**config.mk**
```make
export PLATFORM = sky130hd
export DESIGN_NAME = smart_card_session_sequencer
export DESIGN_NICKNAME = d
export VERILOG_FILES = /design/src/verilog/smart_card_pkg.sv /design/src/verilog/pin_sync.sv /design/src/verilog/smart_card_session_sequencer.sv
export VERILOG_INCLUDE_DIRS = /design/src /design/src/verilog
export SDC_FILE = /design/constraint.sdc
export NUM_CORES = 1
export LEC_CHECK = 0
export BUFFER_PORTS_ARGS = -buffer_cell sky130_fd_sc_hd__buf_4
export CORE_MARGIN = 3
export CORE_UTILIZATION = 55
export CTS_BUF_LIST = sky130_fd_sc_hd__clkbuf_8 sky130_fd_sc_hd__clkbuf_16
export CTS_CLUSTER_SIZE = 10
export DETAILED_ROUTE_END_ITERATION = 16
export GPL_ROUTABILITY_DRIVEN = 1
export GPL_TIMING_DRIVEN = 0
export PLACE_DENSITY = 0.8
export SYNTH_ARGS = -nofsm -noshare
export SYNTH_HDL_FRONTEND = slang
export SYNTH_SLANG_ARGS = --single-unit
```
**constraint.sdc**
```tcl
create_clock -name core_clk_i -period 11.4 [get_ports core_clk_i]
set_input_delay 2.28 -clock core_clk_i [delete_from_list [all_inputs] [get_ports core_clk_i]]
set_output_delay 2.28 -clock core_clk_i [all_outputs]
set_load 0.02 [all_outputs]
```
**src/verilog/smart_card_consts.svh**
```systemverilog
`ifndef SMART_CARD_CONSTS_SVH
`define SMART_CARD_CONSTS_SVH

// Core and aux clock rates.
`define CORE_CLK_HZ 200000000
`define SLEEP_AUX_HZ 16000
`define NORM_AUX_HZ 20000000
`define SLEEP_AUX_HALF ((`CORE_CLK_HZ) / (2 * (`SLEEP_AUX_HZ)))
`define NORM_AUX_HALF ((`CORE_CLK_HZ) / (2 * (`NORM_AUX_HZ)))

// Wake wait in aux cycles; default half-T in core cycles.
`define WAKE_AUX_CYCLES 96
`define HALF_T_DEFAULT 1000

// Step positions in half-T ticks.
`define ACT_POS_VCC 4'h3
`define ACT_POS_IO 4'h8
`define ACT_POS_RST 4'hE
`define DEA_POS_CLK 4'h1
`define DEA_POS_IO 4'h2
`define DEA_POS_VCC 4'h3
`define DEA_POS_BOOST 4'hA

// Register byte offsets.
`define REG_CTRL 8'h00
`define REG_HALFT 8'h04
`define REG_STATUS 8'h08
`define REG_FAULT 8'h0C

// Field positions.
`define CTRL_STOP_BIT 0
`define FLT_OVC_BIT 0
`define FLT_REMOVE_BIT 1
`define FLT_SUPPLY_BIT 2
`define FLT_HEAT_BIT 3

// Reset values.
`define CTRL_RESET 1'h0
`define FAULT_RESET 4'h0
`define SYNC_RESET 17'h1803F

// Bus answers.
`define RESP_OKAY 2'h0
`define RESP_SLVERR 2'h2

`endif

```
**src/verilog/smart_card_pkg.sv**
```systemverilog
package smart_card_pkg;

    // Sequencer states, one-hot.
    typedef enum logic [5:0] {
        ST_IDLE = 6'h01,
        ST_SLEEP = 6'h02,
        ST_WAKE = 6'h04,
        ST_ACTIVATE = 6'h08,
        ST_ACTIVE = 6'h10,
        ST_DEACT = 6'h20
    } seq_state_e;

    // AXI4-Lite master to slave signals.
    typedef struct packed {
        logic awvalid;
        logic [7:0] awaddr;
        logic wvalid;
        logic [31:0] wdata;
        logic [3:0] wstrb;
        logic bready;
        logic arvalid;
        logic [7:0] araddr;
        logic rready;
    } axi_req_s;

    // AXI4-Lite slave to master signals.
    typedef struct packed {
        logic awready;
        logic wready;
        logic bvalid;
        logic [1:0] bresp;
        logic arready;
        logic rvalid;
        logic [31:0] rdata;
        logic [1:0] rresp;
    } axi_rsp_s;

    // Control pins driven by the host.
    typedef struct packed {
        logic mode;
        logic supply_request_n;
        logic host_reset_in;
        logic clock_source_sel;
        logic card_clock_div_sel_a;
        logic card_clock_div_sel_b;
        logic strobe;
    } host_pins_s;

    // Monitor inputs from the analog supervisor and the card slot.
    typedef struct packed {
        logic card_present;
        logic overcurrent;
        logic overheat;
        logic supply_low;
    } monitor_s;

    // Whole state of the sequencer.
    typedef struct packed {
        seq_state_e st;
        logic [15:0] halft_cnt;
        logic [3:0] pos;
        logic [15:0] aux_cnt;
        logic aux_clk;
        logic [6:0] wake_cnt;
        logic boost;
        logic vcc;
        logic io_en;
        logic clk_run;
        logic rst_en;
        logic card_rst;
        logic card_clk;
        logic card_div;
        logic [2:0] host_m;
        logic [2:0] card_m;
        logic [2:0] card_oe;
        logic [2:0] host_oe;
        logic [3:0] fault;
        logic irq;
        logic stop;
        logic [15:0] halft_reg;
        axi_rsp_s axi;
    } seq_regs_s;

endpackage : smart_card_pkg

```
**src/verilog/pin_sync.sv**
```systemverilog
`timescale 1ns/1ps

// Three-flop sync; a change counts once stages two and three agree.
module pin_sync #(
    parameter int unsigned WIDTH = 1,
    parameter logic [WIDTH-1:0] RESET_VAL = '0
) (
    // Clock and reset.
    input wire logic core_clk_i,
    input wire logic arst_n_i,
    // Pins and their filtered values.
    input wire logic [WIDTH-1:0] pin_i,
    output logic [WIDTH-1:0] pin_o
);

    typedef struct packed {
        logic [WIDTH-1:0] s1;
        logic [WIDTH-1:0] s2;
        logic [WIDTH-1:0] s3;
        logic [WIDTH-1:0] val;
    } sync_state_s;

    sync_state_s q;
    sync_state_s d;

    // Stage one feeds only stage two, containing metastability.
    always_comb begin
        d = q;
        d.s1 = pin_i;
        d.s2 = q.s1;
        d.s3 = q.s2;
        d.val = ((q.s2 ~^ q.s3) & q.s3) | ((q.s2 ^ q.s3) & q.val);
    end

    // State register.
    always_ff @(posedge core_clk_i or negedge arst_n_i) begin
        if (!arst_n_i) begin
            q <= {RESET_VAL, RESET_VAL, RESET_VAL, RESET_VAL};
        end else begin
            q <= d;
        end
    end

    assign pin_o = q.val;

endmodule : pin_sync

```
**src/verilog/smart_card_session_sequencer.sv**
```systemverilog
`timescale 1ns/1ps
`include "smart_card_consts.svh"

module smart_card_session_sequencer #(
    parameter int unsigned HALF_T_CYCLES = `HALF_T_DEFAULT,
    parameter int unsigned SLEEP_AUX_HALF = `SLEEP_AUX_HALF,
    parameter int unsigned NORM_AUX_HALF = `NORM_AUX_HALF,
    parameter int unsigned WAKE_AUX_CYCLES = `WAKE_AUX_CYCLES
) (
    // Clock and reset.
    input wire logic core_clk_i,
    input wire logic arst_n_i,
    // Register bus.
    input wire smart_card_pkg::axi_req_s axi_i,
    output smart_card_pkg::axi_rsp_s axi_o,
    // Host control pins and monitors.
    input wire smart_card_pkg::host_pins_s host_i,
    input wire smart_card_pkg::monitor_s mon_i,
    // Open-drain lines: bit 0 data, 1 aux a, 2 aux b.
    input wire logic [2:0] host_line_i,
    output logic [2:0] host_line_o,
    output logic [2:0] host_line_oe_o,
    input wire logic [2:0] card_line_i,
    output logic [2:0] card_line_o,
    output logic [2:0] card_line_oe_o,
    // Card contacts and supplies.
    output logic boost_supply_en_o,
    output logic card_supply_en_o,
    output logic card_clk_o,
    output logic card_rst_o,
    output logic card_io_en_o,
    // Host side outputs.
    output logic aux_clock_out_o,
    output logic fault_irq_n_o,
    output logic fault_irq_oe_o
);
    import smart_card_pkg::*;

    seq_regs_s q;
    seq_regs_s d;
    logic [16:0] sync_pins;
    host_pins_s hp;
    monitor_s mon;
    logic [2:0] hline;
    logic [2:0] cline;
    logic [15:0] halft_last;
    logic [15:0] aux_last;
    logic tick;
    logic aux_rise;
    logic session;
    logic end_req;
    logic [3:0] fault_ev;
    logic [3:0] fault_w1c;
    logic wr_go;
    logic rd_go;
    logic [31:0] rd_data;
    logic rd_err;
    logic wr_err;

    // All pins cross here.
    pin_sync #(
        .WIDTH(17),
        .RESET_VAL(`SYNC_RESET)
    ) u_pin_sync (
        .core_clk_i,
        .arst_n_i,
        .pin_i({host_i, mon_i, host_line_i, card_line_i}),
        .pin_o(sync_pins)
    );

    // Unpack the filtered pins.
    assign hp = host_pins_s'(sync_pins[16:10]);
    assign mon = monitor_s'(sync_pins[9:6]);
    assign hline = sync_pins[5:3];
    assign cline = sync_pins[2:0];

    // Divider ends; zero half-T acts as one cycle.
    assign halft_last = (q.halft_reg == 16'h0000) ? 16'h0000 : q.halft_reg - 16'h0001;
    assign tick = (q.halft_cnt >= halft_last);
    assign aux_last = (q.st == ST_SLEEP || q.st == ST_WAKE) ?
        16'(SLEEP_AUX_HALF - 1) : 16'(NORM_AUX_HALF - 1);
    assign aux_rise = (q.aux_cnt >= aux_last) && !q.aux_clk;

    // Faults count only during activation and the active session, except supply low, which counts in every state.
    assign session = (q.st == ST_ACTIVATE) || (q.st == ST_ACTIVE);
    assign end_req = hp.supply_request_n || !hp.mode || q.stop;
    assign fault_ev[`FLT_OVC_BIT] = session && mon.overcurrent;
    assign fault_ev[`FLT_REMOVE_BIT] = session && !mon.card_present;
    assign fault_ev[`FLT_SUPPLY_BIT] = mon.supply_low;
    assign fault_ev[`FLT_HEAT_BIT] = session && mon.overheat;

    // Handshake: registered ready meets held valid.
    assign wr_go = q.axi.awready && q.axi.wready && axi_i.awvalid && axi_i.wvalid;
    assign rd_go = q.axi.arready && axi_i.arvalid;

    // Clear mask for fault causes.
    assign fault_w1c = (wr_go && axi_i.awaddr == `REG_FAULT && axi_i.wstrb[0]) ?
        axi_i.wdata[3:0] : 4'h0;

    // Unmapped writes get an error.
    always_comb begin
        if (axi_i.awaddr == `REG_CTRL) begin
            wr_err = 1'b0;
        end else if (axi_i.awaddr == `REG_HALFT) begin
            wr_err = 1'b0;
        end else if (axi_i.awaddr == `REG_STATUS) begin
            wr_err = 1'b0;
        end else if (axi_i.awaddr == `REG_FAULT) begin
            wr_err = 1'b0;
        end else begin
            wr_err = 1'b1;
        end
    end

    // Read decode; unmapped reads give zero and error.
    always_comb begin
        rd_data = 32'h00000000;
        rd_err = 1'b0;
        if (axi_i.araddr == `REG_CTRL) begin
            rd_data[`CTRL_STOP_BIT] = q.stop;
        end else if (axi_i.araddr == `REG_HALFT) begin
            rd_data[15:0] = q.halft_reg;
        end else if (axi_i.araddr == `REG_STATUS) begin
            rd_data[5:0] = q.st;
            rd_data[11:8] = q.pos;
            rd_data[16] = mon.card_present;
            rd_data[17] = q.irq;
            rd_data[18] = mon.supply_low;
            rd_data[19] = hp.mode;
        end else if (axi_i.araddr == `REG_FAULT) begin
            rd_data[3:0] = q.fault;
        end else begin
            rd_err = 1'b1;
        end
    end

    // Next-state logic for the whole block.
    always_comb begin
        d = q;

        // Half-T time base.
        d.halft_cnt = tick ? 16'h0000 : q.halft_cnt + 16'h0001;

        // Aux divider, slow while asleep or waking.
        if (q.aux_cnt >= aux_last) begin
            d.aux_cnt = 16'h0000;
            d.aux_clk = !q.aux_clk;
        end else begin
            d.aux_cnt = q.aux_cnt + 16'h0001;
        end

        // Sequencer.
        case (q.st)
            ST_IDLE: begin
                if (!hp.mode) begin
                    d.st = ST_SLEEP;
                end else if (!hp.supply_request_n && !q.stop && !mon.supply_low && !q.irq) begin
                    d.st = ST_ACTIVATE;
                    d.boost = 1'b1;
                    d.pos = 4'h0;
                    d.halft_cnt = 16'h0000;
                end
            end
            ST_SLEEP: begin
                if (hp.mode) begin
                    d.st = ST_WAKE;
                    d.wake_cnt = 7'h00;
                end
            end
            ST_WAKE: begin
                if (!hp.mode) begin
                    d.st = ST_SLEEP;
                end else if (aux_rise) begin
                    d.wake_cnt = q.wake_cnt + 7'h01;
                    if (q.wake_cnt == 7'(WAKE_AUX_CYCLES - 1)) begin
                        d.st = ST_IDLE;
                    end
                end
            end
            ST_ACTIVATE: begin
                if (end_req || (fault_ev != 4'h0)) begin
                    d.st = ST_DEACT;
                    d.pos = 4'h0;
                    d.halft_cnt = 16'h0000;
                    d.rst_en = 1'b0;
                end else if (tick) begin
                    d.pos = q.pos + 4'h1;
                    if (d.pos == `ACT_POS_VCC) begin
                        d.vcc = 1'b1;
                    end
                    if (d.pos == `ACT_POS_IO) begin
                        d.io_en = 1'b1;
                    end
                    if (d.pos == `ACT_POS_RST) begin
                        d.rst_en = 1'b1;
                        d.clk_run = 1'b1;
                        d.st = ST_ACTIVE;
                    end
                end
                // Host reset starts the clock before reset enable.
                if (q.io_en && !q.rst_en && hp.host_reset_in) begin
                    d.clk_run = 1'b1;
                end
            end
            ST_ACTIVE: begin
                if (end_req || (fault_ev != 4'h0)) begin
                    d.st = ST_DEACT;
                    d.pos = 4'h0;
                    d.halft_cnt = 16'h0000;
                    d.rst_en = 1'b0;
                end
            end
            ST_DEACT: begin
                if (tick) begin
                    d.pos = q.pos + 4'h1;
                    if (d.pos == `DEA_POS_CLK) begin
                        d.clk_run = 1'b0;
                    end
                    if (d.pos == `DEA_POS_IO) begin
                        d.io_en = 1'b0;
                    end
                    if (d.pos == `DEA_POS_VCC) begin
                        d.vcc = 1'b0;
                    end
                    if (d.pos == `DEA_POS_BOOST) begin
                        d.boost = 1'b0;
                        d.pos = 4'h0;
                        d.st = hp.mode ? ST_IDLE : ST_SLEEP;
                    end
                end
            end
            default: begin
                d.st = ST_IDLE;
            end
        endcase

        // Card reset is inverse host reset once enabled.
        d.card_rst = d.rst_en && !hp.host_reset_in;

        // Card clock: strobe, /2, /4 or low.
        d.card_div = !q.card_div;
        if (!d.clk_run || !hp.mode) begin
            d.card_clk = 1'b0;
        end else if (hp.clock_source_sel) begin
            d.card_clk = hp.strobe;
        end else begin
            case ({hp.card_clock_div_sel_a, hp.card_clock_div_sel_b})
                2'b10: d.card_clk = !q.card_clk;
                2'b01: d.card_clk = !q.card_clk;
                2'b00: d.card_clk = q.card_div ? !q.card_clk : q.card_clk;
                default: d.card_clk = 1'b0;
            endcase
        end

        // First side seen low drives the other until high.
        if (q.st == ST_ACTIVE) begin
            d.host_m = q.host_m & ~hline;
            d.card_m = q.card_m & ~cline;
            d.host_m = d.host_m | (~hline & ~q.card_m & ~q.host_m);
            d.card_m = d.card_m | (~cline & ~q.host_m & ~q.card_m & hline);
        end else begin
            d.host_m = 3'h0;
            d.card_m = 3'h0;
        end
        d.card_oe = d.host_m & {3{d.io_en}};
        d.host_oe = d.card_m & {3{d.io_en}};

        // Sticky causes; an event beats a clear.
        d.fault = (q.fault & ~fault_w1c) | fault_ev;

        // Pending interrupt blocks restart; frees in idle with card, request high.
        if (fault_ev != 4'h0) begin
            d.irq = 1'b1;
        end else if (q.st == ST_IDLE && hp.supply_request_n && mon.card_present) begin
            d.irq = 1'b0;
        end

        // Register writes.
        if (wr_go && axi_i.awaddr == `REG_CTRL && axi_i.wstrb[0]) begin
            d.stop = axi_i.wdata[`CTRL_STOP_BIT];
        end
        if (wr_go && axi_i.awaddr == `REG_HALFT) begin
            if (axi_i.wstrb[0]) begin
                d.halft_reg[7:0] = axi_i.wdata[7:0];
            end
            if (axi_i.wstrb[1]) begin
                d.halft_reg[15:8] = axi_i.wdata[15:8];
            end
        end

        // Write ready pulses; response waits for bready.
        d.axi.awready = 1'b0;
        d.axi.wready = 1'b0;
        if (wr_go) begin
            d.axi.bvalid = 1'b1;
            d.axi.bresp = wr_err ? `RESP_SLVERR : `RESP_OKAY;
        end else if (q.axi.bvalid && axi_i.bready) begin
            d.axi.bvalid = 1'b0;
        end else if (!q.axi.bvalid && !q.axi.awready && axi_i.awvalid && axi_i.wvalid) begin
            d.axi.awready = 1'b1;
            d.axi.wready = 1'b1;
        end

        // Read: same scheme, data caught at handshake.
        d.axi.arready = 1'b0;
        if (rd_go) begin
            d.axi.rvalid = 1'b1;
            d.axi.rdata = rd_data;
            d.axi.rresp = rd_err ? `RESP_SLVERR : `RESP_OKAY;
        end else if (q.axi.rvalid && axi_i.rready) begin
            d.axi.rvalid = 1'b0;
        end else if (!q.axi.rvalid && !q.axi.arready && axi_i.arvalid) begin
            d.axi.arready = 1'b1;
        end
    end

    // State register; reset gives idle.
    always_ff @(posedge core_clk_i or negedge arst_n_i) begin
        if (!arst_n_i) begin
            q <= '0;
            q.st <= ST_IDLE;
            q.stop <= `CTRL_RESET;
            q.fault <= `FAULT_RESET;
            q.halft_reg <= 16'(HALF_T_CYCLES);
        end else begin
            q <= d;
        end
    end

    // Outputs from flops; open-drain lines only pull low.
    assign axi_o = q.axi;
    assign host_line_o = 3'h0;
    assign host_line_oe_o = q.host_oe;
    assign card_line_o = 3'h0;
    assign card_line_oe_o = q.card_oe;
    assign boost_supply_en_o = q.boost;
    assign card_supply_en_o = q.vcc;
    assign card_clk_o = q.card_clk;
    assign card_rst_o = q.card_rst;
    assign card_io_en_o = q.io_en;
    assign aux_clock_out_o = q.aux_clk;
    assign fault_irq_n_o = 1'b0;
    assign fault_irq_oe_o = q.irq;

endmodule : smart_card_session_sequencer
```
Word-level counts from Yosys, hierarchy flattened
Cells that the tools add are included.
- $add $sub $neg: 5
- $lt $le $gt $ge: 2
- equality and inequality tests: 39
- muxes and demuxes: 88
- bitwise operators: 23
- reductions and logical operators: 70
- operator list (operator ; count):
    two-way mux 6 bit ; 12
    two-way mux 16 bit ; 4
    two-way mux 4 bit ; 14
    two-way mux 26 bit ; 2
    one-hot mux 16 bit (3 select lines) ; 1
    one-hot mux 6 bit (6 select lines) ; 1
    AND 17 bit ; 2
    adder 16 x 1 -> 16 bit, second input constant ; 2
    equality test 8 x 4 -> 1 bit, second input constant ; 4
    two-way mux 1 bit ; 32
    logical AND 1 bit ; 28
    AND 3 bit ; 9
    two-way mux 7 bit ; 3
    two-way mux 20 bit ; 1
    two-way mux 19 bit ; 1
    two-way mux 2 bit ; 9
    OR 17 bit ; 1
    XNOR 17 bit ; 1
    XOR 17 bit ; 1
    equality test 8 x 3 -> 1 bit, second input constant ; 2
    greater-or-equal comparator 16 x 13 -> 1 bit ; 1
    greater-or-equal comparator 16 bit ; 1
    zero test 1 bit ; 16
    zero test 16 bit ; 1
    43 further kinds ; 78
- register bits after elaboration: 189
- input bits: 76
- output and inout port bits: 61
- logic and storage cells: 262

Longest topological paths before layout
- depth in word-level cells: 11
- gate-level depth with buffers: 15

Modules after synthesis
Synthesis repeated with hierarchy kept, for this count alone.
- cell total of the unflattened synthesis: 811
- area, all modules: 9027.4 um2
- modules (own cells, without submodules) (module ; times used ; cells each ; area each (um2) ; seq. area each (um2)):
    smart_card_session_sequencer ; 1 ; 692 ; 6817.8 ; 2961.6
    pin_sync ; 1 ; 119 ; 2209.6 ; 1741.7

Worst setup path before layout
No wires, ideal clock.
- path kind: input to register
- start: in axi_i[53] (netlist name)
- end: reg q[41] (netlist name)
- setup time: 0.125 ns
- arrival: 3.840 ns
- required time: 11.275 ns
- slack: 7.435 ns
- stages on the path: 7
- cells stage by stage: or4_1 > nor3_1 > nand4_1 > nor2_1 > and3_1 > buf_4 > mux2_2
- word-level cells in the longest chain between the ends: 3
- ends and longest elaborated chain (what ; line ; RTL):
    start, declared ; smart_card_session_sequencer.sv:14 ; input wire smart_card_pkg::axi_req_s axi_i,
    equality test 8 x 3 -> 1 bit (no source line) ; - ;
    logical AND 1 bit (no source line) ; - ;
    AND reduction 2 bit (no source line) ; - ;
    end, declared ; smart_card_session_sequencer.sv:39 ; seq_regs_s q;
Every way passes these cells.
A chain may end at the register's enable or synchronous reset.

Worst setup path after layout
- start: in axi_i[1] (netlist name)
- end: reg q, in the netlist axi_o[10]
- word-level cells in the longest chain between the ends: 4
- ends and longest elaborated chain (what ; line ; RTL):
    equality test 8 x 4 -> 1 bit (no source line) ; - ;
    two-way mux 4 bit ; smart_card_session_sequencer.sv:123 ; end else if (axi_i.araddr == `REG_STATUS) begin
    two-way mux 4 bit ; smart_card_session_sequencer.sv:121 ; end else if (axi_i.araddr == `REG_HALFT) begin
    two-way mux 19 bit * ; smart_card_session_sequencer.sv:119 ; if (axi_i.araddr == `REG_CTRL) begin
Every way passes the cells marked *; elsewhere a longest branch is shown, timed or not.

==> impl_results.md <==
- Status: completed
- RSZ-0062 raised after global routing: no
- Post-synth top flop: dfrtp_1
- CTS sink cnt: 186
- Die area: 17800 sq um
- Avg Cell Area, Syn: roughly 11 sq um
- Routed WL: 17750 um
- ANT nets after route: 0
- Warnings from Yosys: 0
- Psw: ~0.44 mW
- Worst path required time: 11770 ps
- Final net count: about 1000
- Row cnt: 45
- H-tree Lvls: 4
- FF-to-FF Start: q[48]
- Tot Pwr: 1.592 mW
- First-pass GRT wire length: 29700 um
- Core Box Area: about 16000 sq um
- VDD IR max: 0.0001394 V
- Int Pwr: 1.148 mW
- Hold-fix buffers, CTS: 0
- Initial antenna violation count: 0
- RR Endpoint: card_line_oe_o[1]
- Total track usage: roughly a fifth
- Post-synth cell types: 73
- Routed WL per cell: approximately 16 um
- Root buffer cell: clkbuf_16
- GP Congestion: ~0.89
- Sequential fraction of the synthesis area: between 50 and 60%
- PwrDens: between 100 and 150 nW/um^2
- Pre-antenna DRT Iters: 5
- HPWL Detailed: about 13000 um
- Layout Skew: 10.85 ps
- Combinational group share of total power: 17.2%
- Residual DRC: 0
- DP Worst Slack: 6564 ps
- Max Cap Viol: 0
- Post-route setup slack: 6934 ps
- IO Pins: roughly 140
- Hold Crit Class: reg2reg
- CP endpoint kind: flop
- Syn Inst Count: 782
- Final core utilization: 68.31%
- Worst-skew pair later-pin latency: 440 ps
- Chip width: 133.4 um
- Vias in the first global route: 5969
- Async S/R FF share, synth: 100.0%
- Crit path launch type: input port
- Die Y: 133.4 um
- R2R depth: 13
- Worst setup startpoint: axi_i[1]
- Port Buffers: 96
- R2R setup slack: 7200 ps
- ANT cells: 0
- Clock Path Buffers: 2
- Worst-path clk slew: 60 ps
- Post-synth EDFFs: 0
- Hold Vio Cnt, Final: 0
- DR vias/cell: 5.337
- Iter 0 DRT Violations: approximately 420
- Final Max Tran Viols: 0
- Final Non-Filler Cells: 1144
- Crit path DAT: slightly below 5000 ps
- Hold path depth: 0
- Clk pwr share: 36.2%
- Total gr overflow: 0
- FMAX: 223.9 MHz
- Final setup viols: 0
- Reg power frac: between 40% and 50%
- Hold Crit Start: u_pin_sync.d[44]
- CTS Buf Count: 17
- Rel. slew slack: 30.53%
- Synthesized cell area: 8930 sq um
- Number of fill cells: 1203
- Worst-path maximum fanout: 10
- Share of layout cells above drive strength 1: a little under a third
- Setup TNS: 0 ps
- Synth-to-Final Area Change: 18.87%
- Starting Density: 57.46%
- Leak Pwr: between 5 and 6 nW
- Period utilization: 39.17%
- Placed cell count: 1112
- Largest net degree at the start of global routing: between 90 and 100
- Flops & latches, synth: 186
- Fin crit period: approximately 4500 ps
- Post-CTS Resized: 0
- Least-Margin Pin Slew: 1033 ps
- CTS tree: built
- Switching share of power: 27.88%
- Setup repair bufs after CTS: 0
- Worst setup path class: in2reg
- Worst Hold End: u_pin_sync.d[27]
- Via count: 6106
## final cells by class
class,count,area [sq um],area share [%]
Sequential cell,186,4703,44.31
Multi-Input combinational cell,518,3700,34.85
Timing Repair Buffer,97,755.7,7.119
Buffer,72,504.2,4.750
Clock buffer,19,452.9,4.267
Tap cell,211,264.0,2.487
Clock inverter,13,130.1,1.226
Inverter,28,105.1,0.9901
## per-stage QoR
| stage | cell area [sq um] | hold WS [ps] |
|---|---|---|
| floorplan | 9012 | 331.2 |
| global placement | 9997 | 332.6 |
| detailed placement | 10030 | 334.7 |
| CTS | 10620 | 349.7 |
| global route | 10620 | 350.7 |
| finish | 10620 | 348.8 |
## state kept, by name (all words and copies together) (netlist names)
signal             cells
aux_clock_out_o        1
axi_o                 26
boost_supply_en_o      1
card_clk_o             1
card_io_en_o           1
card_line_oe_o         3
card_rst_o             1
card_supply_en_o       1
fault_irq_oe_o         1
host_line_oe_o         3
q                     79
u_pin_sync.d          34
u_pin_sync.pin_o      17
u_pin_sync.q          17
## power groups by stage
stage	clock (mW)	combinational [mW]	sequential (mW)
after floorplan	0	0.189	0.745
after global placement	0	0.265	0.752
after detailed placement	0	0.271	0.753
after CTS	0.587	0.275	0.741
after global routing	0.619	0.305	0.747
final	0.576	0.274	0.742
## cell usage in the layout, fill, tap and decap left out, drive strengths merged, types with 5 or more instances in the layout
cell and count:
nor2 61, a21boi 7, nand3b 6, buf 160, a222oi 6, a22o 13, a211oi 6, a21o 22
xnor2 19, and3 19, mux2 19, dfrtp 147, nor4 9, ha 50, nor3 15, nand2 66
xor2 23, dfstp 39, mux2i 5, inv 32, a21oi 16, clkbuf 28, nand3 31, o21ai 22
and2 6, o31ai 5, nor2b 8, clkinvlp 6, conb 23
## worst max-delay path by stage
stage | to | slack, ps | cells past startpoint
3_3_place_gp | axi_o[11] | 6630 | 7
3_5_place_dp | axi_o[10] | 6560 | 7
4_1_cts | axi_o[10] | 7010 | 7
5_1_grt | card_line_oe_o[1] | 6870 | 13
6_report | axi_o[10] | 6930 | 7
2_1_floorplan | q[41] | 7440 | 7
## Yosys cell counts (5+ instances only)
library cell	instances	area [sq um]
xnor2_1	19	166.4
nor4_1	5	31.28
a21o_1	22	165.2
inv_1	28	105.1
nor2_1	51	191.4
mux2i_1	5	50.05
a22o_1	13	113.9
nor3_1	14	70.07
nand2_1	66	247.7
nand3_1	31	155.2
o21ai_0	18	90.09
ha_1	50	625.6
and3_1	18	112.6
dfrtp_1	147	3679
mux2_2	19	214.0
nor2_4	8	90.09
nor2b_1	8	50.05
xor2_1	23	201.4
a21oi_1	16	80.08
and2_1	6	37.54
a21boi_0	6	45.04
dfstp_2	39	1025
buf_4	57	427.9
nand3b_1	5	37.54
o31ai_1	5	37.54
clkbuf_1	9	33.78
a222oi_1	6	60.06
## critical path, stage by stage
cell	delay, ps
buf_4	100
nor4_1	870
nand2_1	270
nor3b_1	610
clkbuf_1	460
a222oi_1	140
inv_1	90
## cells by family after synthesis
group           share of synthesized area, %
compound gates                         11.48
xor+xnor                               4.119
buf+inv                                6.824
flops                                  52.67
mux                                    3.209
simple gates                           14.66
other cells                          0.04199
fa+ha+maj                              7.006
## routing by layer
metal | global-route usage, % | routed length, um | vias to the layer above
li1 | - | - | 2955
met1 | 28.38 | 8035 | 2973
met2 | 33.27 | 8495 | 158
met3 | 5.702 | 1004 | 20
met4 | 5.714 | 219 | 0
met5 | 0 | 0 | -
Power figures use the tool's default switching activity.
